`src/shared/tsd_pkg.sv`:
```
// tsd_pkg: field positions, register map and reset values for the operand
// doubleword decoder. assumes 32-bit instruction doublewords from fetch.
package tsd_pkg;

    // apb register map, byte addresses
    localparam logic [7:0] TSD_REG_CTRL = 8'h00;
    localparam logic [7:0] TSD_REG_STATUS = 8'h04;
    localparam logic [7:0] TSD_REG_DEC_COUNT = 8'h08;
    localparam logic [7:0] TSD_REG_MBZ_COUNT = 8'h0c;
    localparam logic [31:0] TSD_CTRL_RESET = 32'h0000_0003;
    localparam int TSD_CTRL_ENABLE_BIT = 0;
    localparam int TSD_CTRL_MBZ_CHECK_BIT = 1;
    localparam int TSD_STAT_EOT_BIT = 0;
    localparam int TSD_STAT_IMM_BIT = 1;
    localparam int TSD_COUNT_W = 16;

    // three-source layout, fourth doubleword
    localparam int TSD_S2_REG_MSB = 29;
    localparam int TSD_S2_REG_LSB = 22;
    localparam int TSD_S2_SUB_MSB = 21;
    localparam int TSD_S2_SUB_LSB = 19;
    localparam int TSD_S2_SWZ_MSB = 18;
    localparam int TSD_S2_SWZ_LSB = 11;
    localparam int TSD_S2_REP_BIT = 10;
    localparam int TSD_S1_SUB_HI_BIT = 0;
    // three-source layout, third doubleword
    localparam int TSD_S1_SUB_LO_MSB = 31;
    localparam int TSD_S1_SUB_LO_LSB = 30;
    localparam int TSD_S1_SWZ_MSB = 29;
    localparam int TSD_S1_SWZ_LSB = 22;
    localparam int TSD_S1_REP_BIT = 21;
    localparam int TSD_S0_REG_MSB = 19;
    localparam int TSD_S0_REG_LSB = 12;
    localparam int TSD_S0_SUB_MSB = 11;
    localparam int TSD_S0_SUB_LSB = 9;
    localparam int TSD_S0_SWZ_MSB = 8;
    localparam int TSD_S0_SWZ_LSB = 1;
    localparam int TSD_S0_REP_BIT = 0;
    localparam logic [31:0] TSD_TRI_DW3_MBZ = 32'hc000_0000;
    localparam logic [31:0] TSD_TRI_DW2_MBZ = 32'h0010_0000;

    // fourth doubleword, send and direct sixteen-byte-aligned source 1
    localparam int TSD_EOT_BIT = 31;
    localparam int TSD_DESC_MSB = 30;
    localparam int TSD_VSTRIDE_MSB = 24;
    localparam int TSD_VSTRIDE_LSB = 21;
    localparam int TSD_CHSEL_MSB = 19;
    localparam int TSD_CHSEL_LSB = 16;
    localparam int TSD_SRCMOD_MSB = 14;
    localparam int TSD_SRCMOD_LSB = 13;
    localparam int TSD_REG_MSB = 12;
    localparam int TSD_REG_LSB = 5;
    localparam int TSD_SUB4_BIT = 4;
    localparam int TSD_CHEN_MSB = 3;
    localparam int TSD_CHEN_LSB = 0;
    localparam logic [31:0] TSD_A16_MBZ = 32'hfe10_8000;

    // true when any must-be-zero position of the word is set
    function automatic logic tsd_mbz_hit(input logic [31:0] word, input logic [31:0] mask);
        return |(word & mask);
    endfunction : tsd_mbz_hit

endpackage : tsd_pkg

```
`src/hw/tsd_operand_decode.sv`:
```
// tsd_operand_decode: decodes the third and fourth instruction doublewords
// into operand fields, one registered result per accepted instruction.
// assumes fetch supplies both words plus the instruction class on one cycle.
`timescale 1ns/100ps

// Operation
// - three-source: source-2 register from dw3 29:22, subregister from 21:19
// - three-source: source-2 swizzle from dw3 18:11, replication from bit 10
// - three-source: source-1 subregister is dw3 bit 0 then dw2 31:30
// - three-source: source-1 swizzle from dw2 29:22, replication from bit 21
// - three-source: source-0 register from dw2 19:12, subregister from 11:9
// - three-source: source-0 swizzle from dw2 8:1, replication from bit 0
// - an immediate source 0 or 1 takes the whole fourth word as value
// - send: fourth word bit 31 is end of thread
// - send with immediate source 1: low 31 bits are the message descriptor
// - direct aligned source 1: vertical stride from bits 24:21
// - direct aligned source 1: upper channel select from bits 19:16
// - direct aligned source 1: source modifier from bits 14:13
// - direct aligned source 1: register 12:5, subregister bit four from 4
// - direct aligned source 1: channel enable mask from bits 3:0
// - source-1 addressing fields are ignored when source 1 is immediate
module tsd_operand_decode
    import tsd_pkg::*;
(
    input wire logic clk,
    input wire logic srst,
    input wire logic [7:0] paddr,
    input wire logic psel,
    input wire logic penable,
    input wire logic pwrite,
    input wire logic [31:0] pwdata,
    output logic [31:0] prdata,
    output logic pready,
    output logic pslverr,
    input wire logic in_valid,
    input wire logic [31:0] third_instruction_dword,
    input wire logic [31:0] fourth_instruction_dword,
    input wire logic is_three_src,
    input wire logic is_send,
    input wire logic src0_is_imm,
    input wire logic src1_is_imm,
    input wire logic sixteen_byte_aligned_mode,
    output logic out_valid,
    output logic tri_src0_register_number,
    output logic [7:0] tri_src0_register,
    output logic [2:0] tri_src0_subregister,
    output logic [7:0] tri_src0_swizzle,
    output logic tri_src0_replicate,
    output logic [2:0] tri_src1_subregister,
    output logic [7:0] tri_src1_swizzle,
    output logic tri_src1_replicate,
    output logic [7:0] tri_src2_register,
    output logic [2:0] tri_src2_subregister,
    output logic [7:0] tri_src2_swizzle,
    output logic tri_src2_replicate,
    output logic immediate_valid,
    output logic [31:0] immediate_word,
    output logic end_of_thread_flag,
    output logic descriptor_valid,
    output logic [30:0] message_descriptor_31b,
    output logic src1_fields_valid,
    output logic [3:0] src1_vertical_stride,
    output logic [3:0] src1_channel_select_upper,
    output logic [1:0] src1_source_modifier,
    output logic [7:0] src1_register_number,
    output logic src1_subregister_bit4,
    output logic [3:0] src1_channel_enable_mask,
    output logic mbz_violation
);

    logic ctrl_enable;
    logic ctrl_mbz_check;
    logic [7:0] w_s0_reg;
    logic [2:0] w_s0_sub;
    logic [7:0] w_s0_swz;
    logic w_s0_rep;
    logic [2:0] w_s1_sub;
    logic [7:0] w_s1_swz;
    logic w_s1_rep;
    logic [7:0] w_s2_reg;
    logic [2:0] w_s2_sub;
    logic [7:0] w_s2_swz;
    logic w_s2_rep;
    logic take;
    logic a16_direct;
    logic any_imm;
    logic next_out_valid;
    logic next_imm_valid;
    logic next_desc_valid;
    logic next_src1_valid;
    logic next_eot;
    logic next_mbz;
    logic [31:0] next_imm;
    logic [30:0] next_desc;
    logic [22:0] next_a16;
    logic [22:0] a16;
    logic [51:0] next_tri;
    logic [51:0] tri_bus;

    tsd_apb_regs u_regs (
        .clk(clk),
        .srst(srst),
        .paddr(paddr),
        .psel(psel),
        .penable(penable),
        .pwrite(pwrite),
        .pwdata(pwdata),
        .prdata(prdata),
        .pready(pready),
        .pslverr(pslverr),
        .dec_pulse(out_valid),
        .mbz_pulse(out_valid && mbz_violation),
        .last_eot(end_of_thread_flag),
        .last_imm(immediate_valid),
        .ctrl_enable(ctrl_enable),
        .ctrl_mbz_check(ctrl_mbz_check)
    );

    tsd_three_src_fields u_tri (
        .dw2(third_instruction_dword),
        .dw3(fourth_instruction_dword),
        .src0_reg(w_s0_reg),
        .src0_sub(w_s0_sub),
        .src0_swz(w_s0_swz),
        .src0_rep(w_s0_rep),
        .src1_sub(w_s1_sub),
        .src1_swz(w_s1_swz),
        .src1_rep(w_s1_rep),
        .src2_reg(w_s2_reg),
        .src2_sub(w_s2_sub),
        .src2_swz(w_s2_swz),
        .src2_rep(w_s2_rep)
    );

    // instruction class qualifiers; three-source carries no immediate
    assign take = in_valid && ctrl_enable;
    assign any_imm = !is_three_src && (src0_is_imm || src1_is_imm);
    assign a16_direct = !is_three_src && sixteen_byte_aligned_mode && !any_imm;

    // next-value computation; fields hold between instructions
    always_comb
    begin
        next_out_valid = take;
        next_imm_valid = immediate_valid;
        next_desc_valid = descriptor_valid;
        next_src1_valid = src1_fields_valid;
        next_eot = end_of_thread_flag;
        next_mbz = mbz_violation;
        next_imm = immediate_word;
        next_desc = message_descriptor_31b;
        next_a16 = a16;
        next_tri = tri_bus;
        if (take)
        begin
            next_imm_valid = any_imm;
            // whole word is the operand value, no register fields apply
            next_imm = any_imm ? fourth_instruction_dword : 32'h0;
            next_eot = is_send && fourth_instruction_dword[TSD_EOT_BIT];
            // a register source 1 on send is address register zero, so no
            // descriptor is carried in the word in that case
            next_desc_valid = is_send && !is_three_src && src1_is_imm;
            next_desc = next_desc_valid ? fourth_instruction_dword[TSD_DESC_MSB:0] : 31'h0;
            next_src1_valid = a16_direct;
            // zeroed when not a direct aligned source 1 so stale fields never leak
            next_a16 = '0;
            if (a16_direct)
                next_a16 = {fourth_instruction_dword[TSD_VSTRIDE_MSB:TSD_VSTRIDE_LSB],
                            fourth_instruction_dword[TSD_CHSEL_MSB:TSD_CHSEL_LSB],
                            fourth_instruction_dword[TSD_SRCMOD_MSB:TSD_SRCMOD_LSB],
                            fourth_instruction_dword[TSD_REG_MSB:TSD_REG_LSB],
                            fourth_instruction_dword[TSD_SUB4_BIT],
                            fourth_instruction_dword[TSD_CHEN_MSB:TSD_CHEN_LSB]};
            next_tri = '0;
            if (is_three_src)
                next_tri = {w_s0_reg, w_s0_sub, w_s0_swz, w_s0_rep, w_s1_sub, w_s1_swz,
                            w_s1_rep, w_s2_reg, w_s2_sub, w_s2_swz, w_s2_rep};
            // flag only, the producer owns these bits; decode proceeds anyway
            next_mbz = 1'b0;
            if (ctrl_mbz_check && is_three_src)
                next_mbz = tsd_mbz_hit(fourth_instruction_dword, TSD_TRI_DW3_MBZ)
                           || tsd_mbz_hit(third_instruction_dword, TSD_TRI_DW2_MBZ);
            else if (ctrl_mbz_check && a16_direct)
                next_mbz = tsd_mbz_hit(fourth_instruction_dword, TSD_A16_MBZ);
        end
    end

    // registered outputs
    always_ff @(posedge clk)
    begin
        if (srst)
        begin
            out_valid <= 1'b0;
            immediate_valid <= 1'b0;
            descriptor_valid <= 1'b0;
            src1_fields_valid <= 1'b0;
            end_of_thread_flag <= 1'b0;
            mbz_violation <= 1'b0;
            immediate_word <= 32'h0;
            message_descriptor_31b <= 31'h0;
            a16 <= '0;
            tri_bus <= '0;
        end
        else
        begin
            out_valid <= next_out_valid;
            immediate_valid <= next_imm_valid;
            descriptor_valid <= next_desc_valid;
            src1_fields_valid <= next_src1_valid;
            end_of_thread_flag <= next_eot;
            mbz_violation <= next_mbz;
            immediate_word <= next_imm;
            message_descriptor_31b <= next_desc;
            a16 <= next_a16;
            tri_bus <= next_tri;
        end
    end

    // unpack the held field groups
    assign {tri_src0_register, tri_src0_subregister, tri_src0_swizzle, tri_src0_replicate,
            tri_src1_subregister, tri_src1_swizzle, tri_src1_replicate, tri_src2_register,
            tri_src2_subregister, tri_src2_swizzle, tri_src2_replicate} = tri_bus;
    assign {src1_vertical_stride, src1_channel_select_upper, src1_source_modifier,
            src1_register_number, src1_subregister_bit4, src1_channel_enable_mask} = a16;
    // nonzero register number flag kept for operand fetch bypass decisions
    assign tri_src0_register_number = |tri_src0_register;
endmodule : tsd_operand_decode

```
`src/hw/tsd_three_src_fields.sv`:
```
// tsd_three_src_fields: pure field extraction for the three-source layout.
// assumes the caller registers the results; no clock here.
`timescale 1ns/100ps
module tsd_three_src_fields
    import tsd_pkg::*;
(
    input wire logic [31:0] dw2,
    input wire logic [31:0] dw3,
    output logic [7:0] src0_reg,
    output logic [2:0] src0_sub,
    output logic [7:0] src0_swz,
    output logic src0_rep,
    output logic [2:0] src1_sub,
    output logic [7:0] src1_swz,
    output logic src1_rep,
    output logic [7:0] src2_reg,
    output logic [2:0] src2_sub,
    output logic [7:0] src2_swz,
    output logic src2_rep
);

    // source 2 lives wholly in the fourth doubleword
    assign src2_reg = dw3[TSD_S2_REG_MSB:TSD_S2_REG_LSB];
    assign src2_sub = dw3[TSD_S2_SUB_MSB:TSD_S2_SUB_LSB];
    assign src2_swz = dw3[TSD_S2_SWZ_MSB:TSD_S2_SWZ_LSB];
    assign src2_rep = dw3[TSD_S2_REP_BIT];

    // source 1 subregister straddles the doubleword boundary, high bit first
    assign src1_sub = {dw3[TSD_S1_SUB_HI_BIT], dw2[TSD_S1_SUB_LO_MSB:TSD_S1_SUB_LO_LSB]};
    assign src1_swz = dw2[TSD_S1_SWZ_MSB:TSD_S1_SWZ_LSB];
    assign src1_rep = dw2[TSD_S1_REP_BIT];

    // source 0 lives wholly in the third doubleword
    assign src0_reg = dw2[TSD_S0_REG_MSB:TSD_S0_REG_LSB];
    assign src0_sub = dw2[TSD_S0_SUB_MSB:TSD_S0_SUB_LSB];
    assign src0_swz = dw2[TSD_S0_SWZ_MSB:TSD_S0_SWZ_LSB];
    assign src0_rep = dw2[TSD_S0_REP_BIT];

endmodule : tsd_three_src_fields

```
`src/hw/tsd_apb_regs.sv`:
```
// tsd_apb_regs: apb slave with the control word and decode statistics.
// assumes an apb master on clk; answers with zero wait states.
`timescale 1ns/100ps
module tsd_apb_regs
    import tsd_pkg::*;
(
    input wire logic clk,
    input wire logic srst,
    input wire logic [7:0] paddr,
    input wire logic psel,
    input wire logic penable,
    input wire logic pwrite,
    input wire logic [31:0] pwdata,
    output logic [31:0] prdata,
    output logic pready,
    output logic pslverr,
    input wire logic dec_pulse,
    input wire logic mbz_pulse,
    input wire logic last_eot,
    input wire logic last_imm,
    output logic ctrl_enable,
    output logic ctrl_mbz_check
);

    logic [31:0] ctrl;
    logic [TSD_COUNT_W-1:0] dec_count;
    logic [TSD_COUNT_W-1:0] mbz_count;
    logic [31:0] next_ctrl;
    logic [TSD_COUNT_W-1:0] next_dec_count;
    logic [TSD_COUNT_W-1:0] next_mbz_count;
    logic [31:0] next_prdata;
    logic mapped;

    // address decode; unmapped accesses answer with an error and read zero
    always_comb
    begin
        mapped = 1'b1;
        if (paddr == TSD_REG_CTRL)
            next_prdata = ctrl;
        else if (paddr == TSD_REG_STATUS)
            next_prdata = {30'h0, last_imm, last_eot};
        else if (paddr == TSD_REG_DEC_COUNT)
            next_prdata = {16'h0, dec_count};
        else if (paddr == TSD_REG_MBZ_COUNT)
            next_prdata = {16'h0, mbz_count};
        else
        begin
            next_prdata = 32'h0;
            mapped = 1'b0;
        end
    end

    // write takes effect only on the access edge; counters wrap silently
    always_comb
    begin
        next_ctrl = ctrl;
        if (psel && penable && pwrite && paddr == TSD_REG_CTRL)
            next_ctrl = {30'h0, pwdata[TSD_CTRL_MBZ_CHECK_BIT], pwdata[TSD_CTRL_ENABLE_BIT]};
        next_dec_count = dec_count + TSD_COUNT_W'(dec_pulse);
        next_mbz_count = mbz_count + TSD_COUNT_W'(mbz_pulse);
    end

    // read data is captured in the setup cycle so prdata comes from a flop
    always_ff @(posedge clk)
    begin
        if (srst)
        begin
            ctrl <= TSD_CTRL_RESET;
            dec_count <= '0;
            mbz_count <= '0;
            prdata <= 32'h0;
        end
        else
        begin
            ctrl <= next_ctrl;
            dec_count <= next_dec_count;
            mbz_count <= next_mbz_count;
            if (psel && !penable && !pwrite)
                prdata <= next_prdata;
        end
    end

    assign pready = 1'b1;
    assign pslverr = psel && penable && !mapped;
    assign ctrl_enable = ctrl[TSD_CTRL_ENABLE_BIT];
    assign ctrl_mbz_check = ctrl[TSD_CTRL_MBZ_CHECK_BIT];

endmodule : tsd_apb_regs

```
`config.mk`:
```
export PLATFORM = sky130hd
export DESIGN_NAME = tsd_operand_decode
export DESIGN_NICKNAME = d
export VERILOG_FILES = /design/src/shared/tsd_pkg.sv /design/src/hw/tsd_operand_decode.sv /design/src/hw/tsd_three_src_fields.sv /design/src/hw/tsd_apb_regs.sv
export SDC_FILE = /design/constraint.sdc
export NUM_CORES = 1
export LEC_CHECK = 0
export ABC_AREA = 0
export BUFFER_PORTS_ARGS = -buffer_cell sky130_fd_sc_hd__clkbuf_2
export CAP_MARGIN = 25
export CORE_UTILIZATION = 50
export DETAILED_ROUTE_END_ITERATION = 10
export GPL_TIMING_DRIVEN = 0
export PLACE_DENSITY = 0.81
export SLEW_MARGIN = 20
export SYNTH_ARGS = -nofsm -noshare
export SYNTH_HDL_FRONTEND = slang
export SYNTH_HIERARCHICAL = 1
export SYNTH_SLANG_ARGS = --single-unit
```
`constraint.sdc`:
```
create_clock -name clk -period 2.95 [get_ports clk]
set_input_delay 0.295 -clock clk [delete_from_list [all_inputs] [get_ports clk]]
set_output_delay 0.295 -clock clk [all_outputs]
set_load 0.03 [all_outputs]
```
==> flow_summary.ini <==
[synthesis]
yosys.area.top_type = dfxtp_1
syn_inst = 759
yosysUniqueCellTypes = 48
synth_edf_count = 0
synth_area_leaders = dfxtp_1 (51%), a32oi_1 (9.9%), buf_4 (6.8%)
synth_ff_type = dfxtp_1
ys_seq_area_frac = 0.5092
netlist_area_um2 = 7627
ys_async_sr_fraction = 0
synth-seq-cells = 194
synth_top_area_frac = 0.5092
yosys_warnings = 6
syn_avg_cell_area_um2 = 10.05

[global_route]
grt_use_total = 0.2739
grt_max_degree = 21
grt_overflow = 0
grt_pass1_vias = 6336
antenna_found_initial = 0
grt_pass1_wl_um = 33670

[layout]
finalNetCount = 1126
drive_above_1_share = 0.3588
layout_commonest_cell = clkbuf_2
regArea_um2 = 3884
area_growth_pct = 25.79
fillCellCount = 1224
diodes = 0
final_cell_mix = clkbuf_2 (215), dfxtp_1 (194), nor2_1 (123), a32oi_1 (86), buf_4 (69)
multi_input_area_um2 = 2942

[cts]
cts.clk_slew.worst_paths_ns = 0.08
cts_made_buffers = 17
cts.sinks = 194
htreeDepth = 4
cts_buffer_depth = 2
cts_root_buf = clkbuf_16
postCtsResizedCells = 0
cts_setup_buffers = 0
cts_tree = done
cts_hold_buf = 0
clk_latency_ns = 0.45

[critical_path]
path_delay_family = simple AND/OR/NAND/NOR gates
max_stage_delay_ns = 0.40
crit_required_ns = 3.26
crit_arrival_ns = 2.11
critPathKind = reg2reg
cp-end-kind = register
critPathMostFrequentCell = ha_1
path_buf_inv = 0
cp_max_fo = 4
path_cells = and2_1, ha_1, ha_1, nand4_1, nor4_1, xnor2_1, nor2_1
startpoint_type = register
slowest_stage = dfxtp_1

[sta]
holdWs_ns = 0.06342
period_share = 0.6075
finalSetupTns_ns = 0
slew_headroom = 0.5790
min_period_ns = 1.792
worstMarginPinSlew_ns = 0.6257
maxSlewViolCount = 0
fmax_mhz = 558.0
rsz0062_at_grt = false
final-hold-violation-count = 0
finalClockSkew_ns = 0.009863
setup_viol = 0

[run]
cap_violations = 0

[detailed_routing]
post-route-drc-count = 14
num_vias = 6687
wirelength_um = 21380
firstDrtPassIters = 8
wire_per_inst_um = 17.76
ant_nets = 0
detail_route.iter0.violations = 418
viasPerCell = 5.554

[pwr]
power_density_nw_per_um2 = 592.1
vdd_ir_drop_max_uv = 425.7
leakagePower_uw = 0.004249
total_power_uw = 5681

[place]
dp_hpwl_um = 15870
port-buffer-count = 214
gp_congestion = 0.8791

[die]
die_x_um = 125.5
core_area_um2 = 14700
initial_utilization = 0.5189
ioPinCount = 294
fp.dieH_um = 125.5
rows = 44
dieArea_um2 = 15750

[min_path]
min_path_type = in2reg

[run_status]
status = finished with violations
violations = DRC
==> stage by stage <==
step	util	worst slack, ns	area (um2)	instances
floorplan	-	1.195	7684	774
global placement	0.6113	1.195	8985	1172
detailed placement	0.6113	1.182	8985	1172
CTS	0.6527	1.154	9594	1204
global route	0.6527	1.044	9594	1204
finish	0.6527	1.158	9594	1204
==> where the power goes <==
part | internal [uW] | leakage (uW) | switching [uW] | total (uW)
Clock | 1220 | 0.000289 | 1140 | 2360
Combinational | 212 | 0.00239 | 395 | 607
Sequential | 2670 | 0.00157 | 34.7 | 2710
Total | 4110 | 0.00425 | 1570 | 5680
==> routing by layer <==
metal / global-route usage / wire (um) / part of all wire / up-vias
met4: 0.09828 / 446 / 0.021 / 0
met3: 0.09071 / 1877 / 0.088 / 32
met5: 0 / 0 / 0 / -
met1: 0.3249 / 8671 / 0.41 / 3181
li1: - / - / - / 3178
met2: 0.4614 / 10390 / 0.49 / 296
==> final cells by class <==
class / instances / share of cell area
inverters: 6 / 0.002347
multi-input cells: 445 / 0.3066
clock buffers: 17 / 0.04434
clock inverters: 15 / 0.01917
well taps: 184 / 0.02400
flip-flops and latches: 194 / 0.4048
plain buffers: 129 / 0.08712
repair buffers: 214 / 0.1116
==> registers in the layout, indices dropped and copies added, names as in the netlist <==
name and cells:
immediate_valid 1, tri_bus 52, immediate_word 32, out_valid 1
u_regs/ctrl 2, a16 23, u_regs/prdata 16, mbz_violation 1
descriptor_valid 1, message_descriptor_31b 31, end_of_thread_flag 1, src1_fields_valid 1
u_regs/dec_count 16, u_regs/mbz_count 16
==> worst register-to-register path, cell delays in order (launching register included) <==
cell     delay, ns
dfxtp_1       0.40
and2_1        0.16
ha_1          0.20
ha_1          0.25
nand4_1       0.17
nor4_1        0.27
xnor2_1       0.17
nor2_1        0.06
==> cells by family (layout without fill, tap and decap cells) <==
kind of cell	Yosys count	count (layout)	synth area share
XOR/XNOR	19	19	0.02182
buffers and inverters	135	381	0.1125
other	2	17	0.0009846
flip-flops	194	194	0.5092
adder cells (fa/ha/maj)	4	4	0.006562
multiplexers	21	21	0.03166
AO/OA/AOI/OAI	170	170	0.1839
AND/OR/NAND/NOR	214	214	0.1334
==> cell usage after synthesis, drive strengths merged, types with 4 or more instances <==
master / count
mux2i: 14
nand3: 15
ha: 4
a32oi: 86
nor3: 7
xor2: 4
o21ai: 18
or3: 4
mux2: 5
nand2: 26
nor2: 123
dfxtp: 194
nand4: 6
clkbuf: 22
nor2b: 10
nor4: 10
xnor2: 15
a21oi: 6
a22o: 52
inv: 6
buf: 107
==> path summary, 6_finish.rpt <==
path                                             startpoint              endpoint  slack [ns]  depth (start not counted)
worst max register to register                mbz_violation  u_regs/mbz_count[14]        1.16                          7
worst min-delay path            third_instruction_dword[29]           tri_bus[28]        0.06                          2
worst max-delay path                          mbz_violation  u_regs/mbz_count[14]        1.16                          7
worst min register to register            u_regs/prdata[11]     u_regs/prdata[11]        0.46                          2
Note: power is estimated with default switching activity, not from simulation.
